--- src/design/lic_map.svh ---
// Offsets, field positions, reset values and timing counts of the line interface test and interrupt block.
// Assumes inclusion by bare name from the block's design file.
//
// Functional notes
// With pattern select 100, each 0-to-1 of insert bit corrupts one QRSS bit.
// Insert bit is sampled on rising edges of the transmit clock.
// Software writes zero to the insert bit before writing one.
// Drive monitor enable: interrupt on every change of drive monitor status.
// FIFO limit enable: interrupt when jitter FIFO pointers come within three.
// Loop code enable: interrupt when loop code detection starts and stops.
// Enable bits 6, 5, 3 gate their interrupts; all reset to zero.
// Bits 7, 4, 2 of enables and bit 0 of control three unused; 7 reads 0.
// Loop code status sets after code persists five seconds; interrupt only if enabled.
// Enables, status and interrupts work only in single rail operation; code gates only interrupt status setting and irq, live status runs in any mode.
// Each source uses an edge detector; request only while its enable is one.
`ifndef LIC_MAP_SVH
`define LIC_MAP_SVH

// Byte addresses
`define LIC_CTRL3_ADDR 16'h0f00
`define LIC_IRQ_EN_ADDR 16'h0f04
`define LIC_IRQ_STAT_ADDR 16'h0f08
`define LIC_LIVE_STAT_ADDR 16'h0f0c
`define LIC_TEST_SEL_ADDR 16'h0f10

// Field positions
`define LIC_CTRL3_SPARE_BIT 0
`define LIC_CTRL3_INSERT_BIT 1
`define LIC_DRIVE_BIT 6
`define LIC_FIFO_BIT 5
`define LIC_LOOP_BIT 3
`define LIC_IRQ_MASK 8'h68
`define LIC_CTRL3_MASK 8'h03

// Reset values
`define LIC_CTRL3_RESET 8'h00
`define LIC_IRQ_EN_RESET 8'h00
`define LIC_IRQ_STAT_RESET 8'h00
`define LIC_TEST_SEL_RESET 3'h0

// Jitter attenuator pointer width and nearness limit
`define LIC_PTR_W 7
`define LIC_PTR_LIMIT 7'h03

// Timing
`define LIC_CLK_HZ 10000000
`define LIC_LOOP_PERSIST_S 5
`define LIC_LOOP_PERSIST_CYCLES (`LIC_LOOP_PERSIST_S * `LIC_CLK_HZ)
`define LIC_LOOP_CNT_W 26

`endif

--- src/design/lic_pkg.sv ---
// Types of the line interface test and interrupt block.
// Assumes nothing beyond a SystemVerilog compiler.
package lic_pkg;

   typedef enum logic [2:0] {
      LIC_PAT_NONE = 3'h0,
      LIC_PAT_ALT1 = 3'h1,
      LIC_PAT_ALT2 = 3'h2,
      LIC_PAT_ALT3 = 3'h3,
      LIC_PAT_QRSS = 3'h4,
      LIC_PAT_ALT5 = 3'h5,
      LIC_PAT_ALT6 = 3'h6,
      LIC_PAT_ALT7 = 3'h7
   } lic_pattern_t;

   typedef logic [7:0] lic_byte_t;
   typedef logic [31:0] lic_word_t;
   typedef logic [15:0] lic_addr_t;

endpackage

--- src/design/lic_top.sv ---
// Line interface control: QRSS single bit error insertion and change-of-state interrupts behind APB.
// Assumes pins and transmit-side signals arrive asynchronously; pointers come from pclk logic.
//
// Chosen here: the APB slave port.
`timescale 1ns/1ps
`default_nettype none
`include "lic_map.svh"

module lic_top #(
   parameter int unsigned LOOP_PERSIST_CYCLES = `LIC_LOOP_PERSIST_CYCLES
) (
   // Clock and reset
   input wire logic pclk,
   input wire logic presetn,
   // APB slave
   input wire logic psel,
   input wire logic penable,
   input wire logic pwrite,
   input wire lic_pkg::lic_addr_t paddr,
   input wire lic_pkg::lic_word_t pwdata,
   output logic pready,
   output logic pslverr,
   output lic_pkg::lic_word_t prdata,
   // Transmit side
   input wire logic tx_clock,
   input wire logic qrss_pattern_bit,
   output logic tx_data,
   output logic tx_error_inserted,
   // Status sources
   input wire logic drive_monitor_status,
   input wire logic loop_code_match,
   input wire logic single_rail_mode,
   input wire logic [`LIC_PTR_W-1:0] ja_rd_ptr,
   input wire logic [`LIC_PTR_W-1:0] ja_wr_ptr,
   // Results
   output logic loop_code_detect_status,
   output logic irq
);
   import lic_pkg::*;

   localparam int SYNC_W = 5;
   localparam int S_TXCLK = 0;
   localparam int S_QRSS = 1;
   localparam int S_DRIVE = 2;
   localparam int S_LOOP = 3;
   localparam int S_RAIL = 4;
   localparam logic [`LIC_LOOP_CNT_W-1:0] PERSIST_LAST =
      `LIC_LOOP_CNT_W'(LOOP_PERSIST_CYCLES - 1);

   function automatic logic rose(input logic now, input logic prev);
      rose = now & ~prev;
   endfunction

   function automatic logic changed(input logic now, input logic prev);
      changed = now ^ prev;
   endfunction

   function automatic logic ptr_near(input logic [`LIC_PTR_W-1:0] wr,
                                     input logic [`LIC_PTR_W-1:0] rd);
      logic [`LIC_PTR_W-1:0] gap;
      gap = wr - rd;
      ptr_near = (gap <= `LIC_PTR_LIMIT) || ((rd - wr) <= `LIC_PTR_LIMIT);
   endfunction

   // Input synchronisers
   logic [SYNC_W-1:0] sync1;
   logic [SYNC_W-1:0] sync2;
   logic [SYNC_W-1:0] next_sync1;
   logic [SYNC_W-1:0] next_sync2;

   always_comb begin
      next_sync1 = {single_rail_mode, loop_code_match, drive_monitor_status,
                    qrss_pattern_bit, tx_clock};
      next_sync2 = sync1;
   end

   always_ff @(posedge pclk or negedge presetn) begin
      if (!presetn) begin
         sync1 <= '0;
         sync2 <= '0;
      end else begin
         sync1 <= next_sync1;
         sync2 <= next_sync2;
      end
   end

   logic rail_ok;
   assign rail_ok = sync2[S_RAIL];

   // Register file state
   lic_byte_t ctrl3;
   lic_byte_t irq_en;
   lic_byte_t irq_stat;
   lic_pattern_t test_sel;
   lic_byte_t next_ctrl3;
   lic_byte_t next_irq_en;
   lic_byte_t next_irq_stat;
   lic_pattern_t next_test_sel;

   logic wr_en;
   logic rd_en;
   logic hit;
   assign wr_en = psel & penable & pwrite;
   assign rd_en = psel & penable & ~pwrite;

   always_comb begin
      unique case (paddr)
         `LIC_CTRL3_ADDR,
         `LIC_IRQ_EN_ADDR,
         `LIC_IRQ_STAT_ADDR,
         `LIC_LIVE_STAT_ADDR,
         `LIC_TEST_SEL_ADDR: hit = 1'b1;
         default: hit = 1'b0;
      endcase
   end

   // Transmit clock edge and error insertion
   logic tx_clk_prev;
   logic insert_prev;
   logic tx_data_q;
   logic tx_err_q;
   logic next_tx_clk_prev;
   logic next_insert_prev;
   logic next_tx_data;
   logic next_tx_err;
   logic tx_rise;
   logic insert_now;

   always_comb begin
      tx_rise = rose(sync2[S_TXCLK], tx_clk_prev);
      insert_now = ctrl3[`LIC_CTRL3_INSERT_BIT];
      next_tx_clk_prev = sync2[S_TXCLK];
      next_insert_prev = insert_prev;
      next_tx_data = tx_data_q;
      next_tx_err = 1'b0;
      if (tx_rise) begin
         next_insert_prev = insert_now;
         next_tx_data = sync2[S_QRSS];
         if (test_sel == LIC_PAT_QRSS && rose(insert_now, insert_prev)) begin
            next_tx_data = ~sync2[S_QRSS];
            next_tx_err = 1'b1;
         end
      end
   end

   always_ff @(posedge pclk or negedge presetn) begin
      if (!presetn) begin
         tx_clk_prev <= 1'b0;
         insert_prev <= 1'b0;
         tx_data_q <= 1'b0;
         tx_err_q <= 1'b0;
      end else begin
         tx_clk_prev <= next_tx_clk_prev;
         insert_prev <= next_insert_prev;
         tx_data_q <= next_tx_data;
         tx_err_q <= next_tx_err;
      end
   end

   assign tx_data = tx_data_q;
   assign tx_error_inserted = tx_err_q;

   // Loop code persistence
   logic [`LIC_LOOP_CNT_W-1:0] loop_cnt;
   logic loop_status;
   logic [`LIC_LOOP_CNT_W-1:0] next_loop_cnt;
   logic next_loop_status;

   always_comb begin
      next_loop_cnt = loop_cnt;
      next_loop_status = loop_status;
      if (!sync2[S_LOOP]) begin
         next_loop_cnt = '0;
         next_loop_status = 1'b0;
      end else if (!loop_status) begin
         if (loop_cnt == PERSIST_LAST) begin
            next_loop_status = 1'b1;
         end else begin
            next_loop_cnt = loop_cnt + 1'b1;
         end
      end
   end

   always_ff @(posedge pclk or negedge presetn) begin
      if (!presetn) begin
         loop_cnt <= '0;
         loop_status <= 1'b0;
      end else begin
         loop_cnt <= next_loop_cnt;
         loop_status <= next_loop_status;
      end
   end

   assign loop_code_detect_status = loop_status;

   // Change detectors
   logic drive_prev;
   logic fifo_near;
   logic fifo_prev;
   logic loop_prev;
   logic next_drive_prev;
   logic next_fifo_prev;
   logic next_loop_prev;
   logic [7:0] event_vec;

   always_comb begin
      fifo_near = ptr_near(ja_wr_ptr, ja_rd_ptr);
      next_drive_prev = sync2[S_DRIVE];
      next_fifo_prev = fifo_near;
      next_loop_prev = loop_status;
      event_vec = '0;
      event_vec[`LIC_DRIVE_BIT] = changed(sync2[S_DRIVE], drive_prev);
      event_vec[`LIC_FIFO_BIT] = rose(fifo_near, fifo_prev);
      event_vec[`LIC_LOOP_BIT] = changed(loop_status, loop_prev);
   end

   always_ff @(posedge pclk or negedge presetn) begin
      if (!presetn) begin
         drive_prev <= 1'b0;
         fifo_prev <= 1'b0;
         loop_prev <= 1'b0;
      end else begin
         drive_prev <= next_drive_prev;
         fifo_prev <= next_fifo_prev;
         loop_prev <= next_loop_prev;
      end
   end

   // Register updates
   lic_byte_t set_vec;

   always_comb begin
      set_vec = event_vec & irq_en & {8{rail_ok}};
      next_ctrl3 = ctrl3;
      next_irq_en = irq_en;
      next_test_sel = test_sel;
      next_irq_stat = irq_stat;
      if (wr_en) begin
         unique case (paddr)
            `LIC_CTRL3_ADDR: begin
               next_ctrl3 = pwdata[7:0] & `LIC_CTRL3_MASK;
            end
            `LIC_IRQ_EN_ADDR: begin
               next_irq_en = pwdata[7:0] & `LIC_IRQ_MASK;
            end
            `LIC_IRQ_STAT_ADDR: begin
               next_irq_stat = irq_stat & ~pwdata[7:0];
            end
            `LIC_TEST_SEL_ADDR: begin
               next_test_sel = lic_pattern_t'(pwdata[2:0]);
            end
            default: begin
               next_ctrl3 = ctrl3;
            end
         endcase
      end
      next_irq_stat = (next_irq_stat | set_vec) & `LIC_IRQ_MASK;
   end

   always_ff @(posedge pclk or negedge presetn) begin
      if (!presetn) begin
         ctrl3 <= `LIC_CTRL3_RESET;
         irq_en <= `LIC_IRQ_EN_RESET;
         irq_stat <= `LIC_IRQ_STAT_RESET;
         test_sel <= lic_pattern_t'(`LIC_TEST_SEL_RESET);
      end else begin
         ctrl3 <= next_ctrl3;
         irq_en <= next_irq_en;
         irq_stat <= next_irq_stat;
         test_sel <= next_test_sel;
      end
   end

   // Read data and interrupt output
   lic_word_t rdata_q;
   lic_word_t next_rdata;
   logic irq_q;
   logic next_irq;
   lic_byte_t live_vec;

   always_comb begin
      live_vec = '0;
      live_vec[`LIC_DRIVE_BIT] = sync2[S_DRIVE];
      live_vec[`LIC_FIFO_BIT] = fifo_near;
      live_vec[`LIC_LOOP_BIT] = loop_status;
      next_rdata = '0;
      if (psel & ~penable & ~pwrite) begin
         unique case (paddr)
            `LIC_CTRL3_ADDR: next_rdata = {24'h000000, ctrl3};
            `LIC_IRQ_EN_ADDR: next_rdata = {24'h000000, irq_en};
            `LIC_IRQ_STAT_ADDR: next_rdata = {24'h000000, irq_stat};
            `LIC_LIVE_STAT_ADDR: next_rdata = {24'h000000, live_vec};
            `LIC_TEST_SEL_ADDR: next_rdata = {29'h0, test_sel};
            default: next_rdata = '0;
         endcase
      end else if (rd_en) begin
         next_rdata = rdata_q;
      end
      next_irq = rail_ok & (|(next_irq_stat & next_irq_en));
   end

   always_ff @(posedge pclk or negedge presetn) begin
      if (!presetn) begin
         rdata_q <= '0;
         irq_q <= 1'b0;
      end else begin
         rdata_q <= next_rdata;
         irq_q <= next_irq;
      end
   end

   assign prdata = rdata_q;
   assign pready = 1'b1;
   assign pslverr = psel & penable & ~hit;
   assign irq = irq_q;

endmodule // lic_top

`default_nettype wire

--- config.mk ---
export PLATFORM = sky130hd
export DESIGN_NAME = lic_top
export DESIGN_NICKNAME = d
export VERILOG_FILES = /design/src/design/lic_pkg.sv /design/src/design/lic_top.sv
export VERILOG_INCLUDE_DIRS = /design/src /design/src/design
export SDC_FILE = /design/constraint.sdc
export NUM_CORES = 1
export LEC_CHECK = 0
export BUFFER_PORTS_ARGS = -buffer_cell sky130_fd_sc_hd__buf_2
export CORE_MARGIN = 5
export CORE_UTILIZATION = 56
export CTS_CLUSTER_SIZE = 16
export DETAILED_ROUTE_END_ITERATION = 12
export PLACE_DENSITY = 0.86
export REMOVE_ABC_BUFFERS = 1
export SLEW_MARGIN = 30
export SYNTH_ARGS = -nofsm -noshare
export SYNTH_HDL_FRONTEND = slang
export SYNTH_SLANG_ARGS = --single-unit
export TNS_END_PERCENT = 20
--- constraint.sdc ---
create_clock -name pclk -period 5 [get_ports pclk]
set_input_delay 0.75 -clock pclk [delete_from_list [all_inputs] [get_ports pclk]]
set_output_delay 0.75 -clock pclk [all_outputs]
set_load 0.03 [all_outputs]
# [Yosys cells after proc, flatten, opt, wreduce, memory -nomap -nowiden]
# Cells that the tools add are included.
[op_classes] add_sub_neg=3 eq_ne=10 n_reduce_logical=7 order_cmp=2 bitwise=25 mux=17
[op_table] operator="16-bit by 12-bit equality test with 1-bit output, second input constant" n=5
[op_table] operator="26-bit 2-to-1 mux" n=3
[op_table] operator="32-bit 2-to-1 mux" n=2
[op_table] operator="8-bit case mux with 5 select lines" n=1
[op_table] operator="26-bit by 1-bit adder with 26-bit output, second input constant" n=1
[op_table] operator="26-bit equality test, second input constant" n=1
[op_table] operator="7-bit bitwise AND" n=3
[op_table] operator="8-bit 2-to-1 mux" n=2
[op_table] operator="7-bit by 2-bit <= comparator with 1-bit output, second input constant" n=2
[op_table] operator="7-bit 2-to-1 mux" n=2
[op_table] operator="7-bit subtractor" n=2
[op_table] operator="1-bit bitwise AND" n=10
[op_table] operator="7-bit by 8-bit bitwise AND with 8-bit output" n=1
[op_table] operator="8-bit OR reduction" n=1
[op_table] operator="1-bit 2-to-1 mux" n=7
[op_table] operator="1-bit NOT" n=7
[op_table] operator="7-bit NOT" n=1
[op_table] operator="7-bit bitwise OR" n=1
[op_table] operator="2-bit AND reduction" n=3
[op_table] operator="5-bit OR reduction" n=1
[op_table] operator="2-bit inequality test, second input constant" n=2
[op_table] operator="3-bit equality test, second input constant" n=1
[op_table] operator="2-bit by 1-bit inequality test with 1-bit output, second input constant" n=1
[op_table] operator="1-bit XOR" n=2
[op_table] operator="2 further kinds" n=2
[totals] input_bits=72 out_inout_bits=38 wordCells=81 ff_bits=93

# [Longest topological paths before layout]
[logic_depth] ltp_word=10 depth_mapped=10

# [Worst setup path after synthesis]
# No wires, ideal clock.
[synth_timing] path_type="input -> register" start="input ja_wr_ptr[0]" end="register irq_stat[5]" required_time_ns=4.905 cell_stages=10 path_slack_ns=2.413 t_arrival_ns=2.492 path_buffers=0 path_cell_list="inv_1 ha_1 inv_1 fa_1 a21o_1 a221oi_2 xnor2_1 nor4_1 nor2_1 o31ai_1"
[synth_between] elab_chain_len=7
[synth_lines] element="start: declaration" line_no="lic_top.sv:34" text="input wire logic [`LIC_PTR_W-1:0] ja_wr_ptr,"
[synth_lines] element="7-bit subtractor, on equally long branches" line_no="lic_top.sv:61, lic_top.sv:62"
[synth_lines] element="7-bit by 2-bit <= comparator with 1-bit output (no source line)"
[synth_lines] element="1-bit logical OR *" line_no="lic_top.sv:62" text="ptr_near = (gap <= `LIC_PTR_LIMIT) || ((rd - wr) <= `LIC_PTR_LIMIT);"
[synth_lines] element="1-bit bitwise AND *" line_no="lic_top.sv:51" text="rose = now & ~prev;"
[synth_lines] element="7-bit bitwise AND * (2 in series)" line_no="lic_top.sv:233" text="set_vec = event_vec & irq_en & {8{rail_ok}};"
[synth_lines] element="7-bit bitwise OR *" line_no="lic_top.sv:257" text="next_irq_stat = (next_irq_stat | set_vec) & `LIC_IRQ_MASK;"
[synth_lines] element="via next_irq_stat[5]" line_no="lic_top.sv:97" text="lic_byte_t next_irq_stat;"
[synth_lines] element="end signal: assignment" line_no="lic_top.sv:264" text="irq_stat <= `LIC_IRQ_STAT_RESET;"
[synth_lines] element="end signal: assignment" line_no="lic_top.sv:269" text="irq_stat <= next_irq_stat;"
[synth_lines] element="end: declaration" line_no="lic_top.sv:93" text="lic_byte_t irq_stat;"
# Mark *: on every way through the listed nets, which the timed path passes. The rest lies on a longest branch.
# A chain may end at the register's enable or synchronous reset.

# [Worst setup path in the final report]
# Ends and elaborated chain as after synthesis.

==> flow_summary.json <==
{
  "finalCritPeriodShare": 0.5337,
  "cts_setup_buffers": 0,
  "clkTransAtPathRegs_ns": 0.07,
  "grt_pass1_wl_mm": 12.23,
  "fin_crit_ns": 2.669,
  "ys_types": 54,
  "rsz0062_at_grt": "false",
  "final_cell_mix": "dfrtp_1 (62), buf_2 (56), conb_1 (27), inv_1 (24), nand2_1 (22)",
  "cp_data_required_time_ns": 5.25,
  "finalNetCount": 508,
  "fin_skew_ns": 0.01279,
  "synth_edf_count": 0,
  "critPathTopFamily": "compound AO/OA/AOI/OAI gates",
  "cts_max_path_buffers": 2,
  "critical-path-max-stage-delay_ns": 0.44,
  "worstPathCellList": "buf_2, inv_1, ha_1, inv_1, fa_1, a21o_1, a221oi_2, xnor2_1, nor4_1, nor2_1, o31ai_1",
  "drt-total-wl_mm": 6.890,
  "vdd_ir_drop_max_mv": 0.1974,
  "first_pass_iters": 4,
  "post_cts_resized": 0,
  "viasPerCell": 5.289,
  "cts_tree": "done",
  "pre_cts_slack_ns": 1.998,
  "status": "finished, final reports clean",
  "ys_ff_latch": 62,
  "num_vias": 2655,
  "worst-path-max-fanout": 3,
  "syn_avg_cell_area_sq_um": 10.08,
  "cts_sinks": 62,
  "slew_violations": 0,
  "endpoint_kind": "register",
  "htree_levels": 3,
  "die-area_sq_um": 8252,
  "worstSetupStartpointType": "primary input",
  "drt_iter0_drc": 171,
  "coreArea_sq_um": 6350,
  "worstMarginPinSlew_ns": 0.7501,
  "grt_max_degree": 63,
  "layout_commonest_cell": "dfrtp_1",
  "cts_hold_buffers": 0,
  "tns_ns": 0,
  "grt_use_total": 0.1781,
  "worstSkewPairLatency_ns": 0.34,
  "dieHeight_um": 90.84,
  "critPathKind": "in2reg",
  "gr-total-overflow": 0,
  "port_buffers": 56,
  "worst_slack_ns": 2.331,
  "netlist_area_sq_um": 3660,
  "drive_gt1_frac": 0.2282,
  "wl_per_cell_um": 13.73,
  "dp_hpwl_mm": 5.120,
  "initial_utilization": 0.5764,
  "syn_inst": 363,
  "cp_common_cell": "inv_1",
  "post_dp_cell_area_sq_um": 3884,
  "max_freq_mhz": 374.7,
  "cellPowerDensity_nw_per_um2": 253.9,
  "diodes": 0,
  "ant_nets": 0,
  "cp_slowest_cell": "nor4_1",
  "area_growth_pct": 10.84,
  "critical_path_arrival_ns": 2.92,
  "drc_errors": 0,
  "final-hold-violation-count": 0,
  "p_leak_nw": 2.092,
  "n_fill_cell": 498,
  "synth-main-ff-cell": "dfrtp_1",
  "cts-root-buf": "clkbuf_8",
  "grt_pass1_vias": 2681,
  "slew_headroom": 0.5000,
  "ys_warn_count": 0,
  "die_w_um": 90.84,
  "synthArstFlopShare": 1.000,
  "synth-seq-area-share": 0.4239,
  "rows": 29,
  "gp_congestion": 0.8117,
  "setup_viol_count_final": 0,
  "hp-class": "reg2reg",
  "numCtsBuffers": 9,
  "worst-path-buf-inv": 3,
  "stdcell_area_sq_um": 4056,
  "antenna_found_initial": 0,
  "ios": 110,
  "max_cap_viol_count": 0
}
==> per-layer routing <==
layer	up-vias	track usage	routed length, um
met4	0	0.04401	39
li1	1304	-	-
met3	7	0.07167	515
met5	-	0	0
met2	83	0.2893	3443
met1	1261	0.2215	2892
==> cell families after synthesis <==
family | share of synthesized area
XOR/XNOR | 0.06940
buffers and inverters | 0.09401
AO/OA/AOI/OAI | 0.09128
multiplexers | 0.04137
AND/OR/NAND/NOR | 0.2226
adder cells (fa/ha/maj) | 0.05539
other | 0.002052
flip-flops | 0.4239
==> flip-flops by register name, indices dropped and copies added (netlist names), 2 cells and up <==
signal and cells:
test_sel 3, next_sync2 5, prdata 6, ctrl3 2
irq_en 3, irq_stat 3, loop_cnt 26, sync2 5
==> report_power, final <==
| group | switching [mW] | internal, mW |
|---|---|---|
| Sequential | 0.00814 | 0.511 |
| Clock | 0.182 | 0.189 |
| Combinational | 0.0909 | 0.0491 |
==> metrics by stage <==
| stage | std cells | util | power [mW] | hold WS, ns |
|---|---|---|---|---|
| 5_1_grt | 502 | 0.6388 | 1.088 | 0.3535 |
| 2_1_floorplan | 353 | - | 0.6183 | 0.3312 |
| 4_1_cts | 502 | 0.6376 | 1.043 | 0.3403 |
| 3_5_place_dp | 487 | 0.6116 | 0.6676 | 0.3347 |
| 3_3_place_gp | 487 | 0.6116 | 0.6619 | 0.3324 |
| 6_report | 502 | 0.6388 | 1.030 | 0.3389 |
==> cell type report <==
class | instances | area, sq um | share of cell area
clock buffer | 11 | 141.4 | 0.03486
tap | 77 | 96.34 | 0.02375
multi-input combinational | 267 | 1866 | 0.4599
sequential | 62 | 1551 | 0.3825
clock inverter | 4 | 23.77 | 0.005861
timing repair buffer | 57 | 287.8 | 0.07094
inverter | 24 | 90.09 | 0.02221
==> cells in the mapped netlist, drive strengths merged, types with 5 or more instances <==
cell type | number | share of area
ha | 13 | 0.044
nor4 | 5 | 0.014
inv | 24 | 0.025
nor2b | 8 | 0.014
buf | 31 | 0.065
dfrtp | 62 | 0.42
mux2 | 9 | 0.028
and2 | 21 | 0.036
xor2 | 11 | 0.026
o21ai | 15 | 0.021
nand4 | 13 | 0.029
nor3b | 5 | 0.010
nor2 | 16 | 0.017
nand2 | 25 | 0.028
mux2i | 5 | 0.014
and3 | 8 | 0.014
xnor2 | 18 | 0.043
a21o | 7 | 0.014
nand3 | 13 | 0.021
==> path summary, 6_finish.rpt <==
| kind | startpoint | end | slack (ns) | depth (start not counted) |
|---|---|---|---|---|
| worst max-delay path | ja_wr_ptr[0] | irq_stat[5] | 2.33 | 11 |
| worst min-delay path | next_sync2[1] | sync2[1] | 0.34 | 0 |
| worst max register to register | loop_cnt[13] | loop_cnt[11] | 2.70 | 6 |
| worst min register to register | next_sync2[1] | sync2[1] | 0.34 | 0 |
| max in group asynchronous | presetn | loop_cnt[24] | 3.94 | 2 |
| min in group asynchronous | presetn | irq | 0.55 | 2 |
No activity file was read; power rests on OpenSTA's default activity.
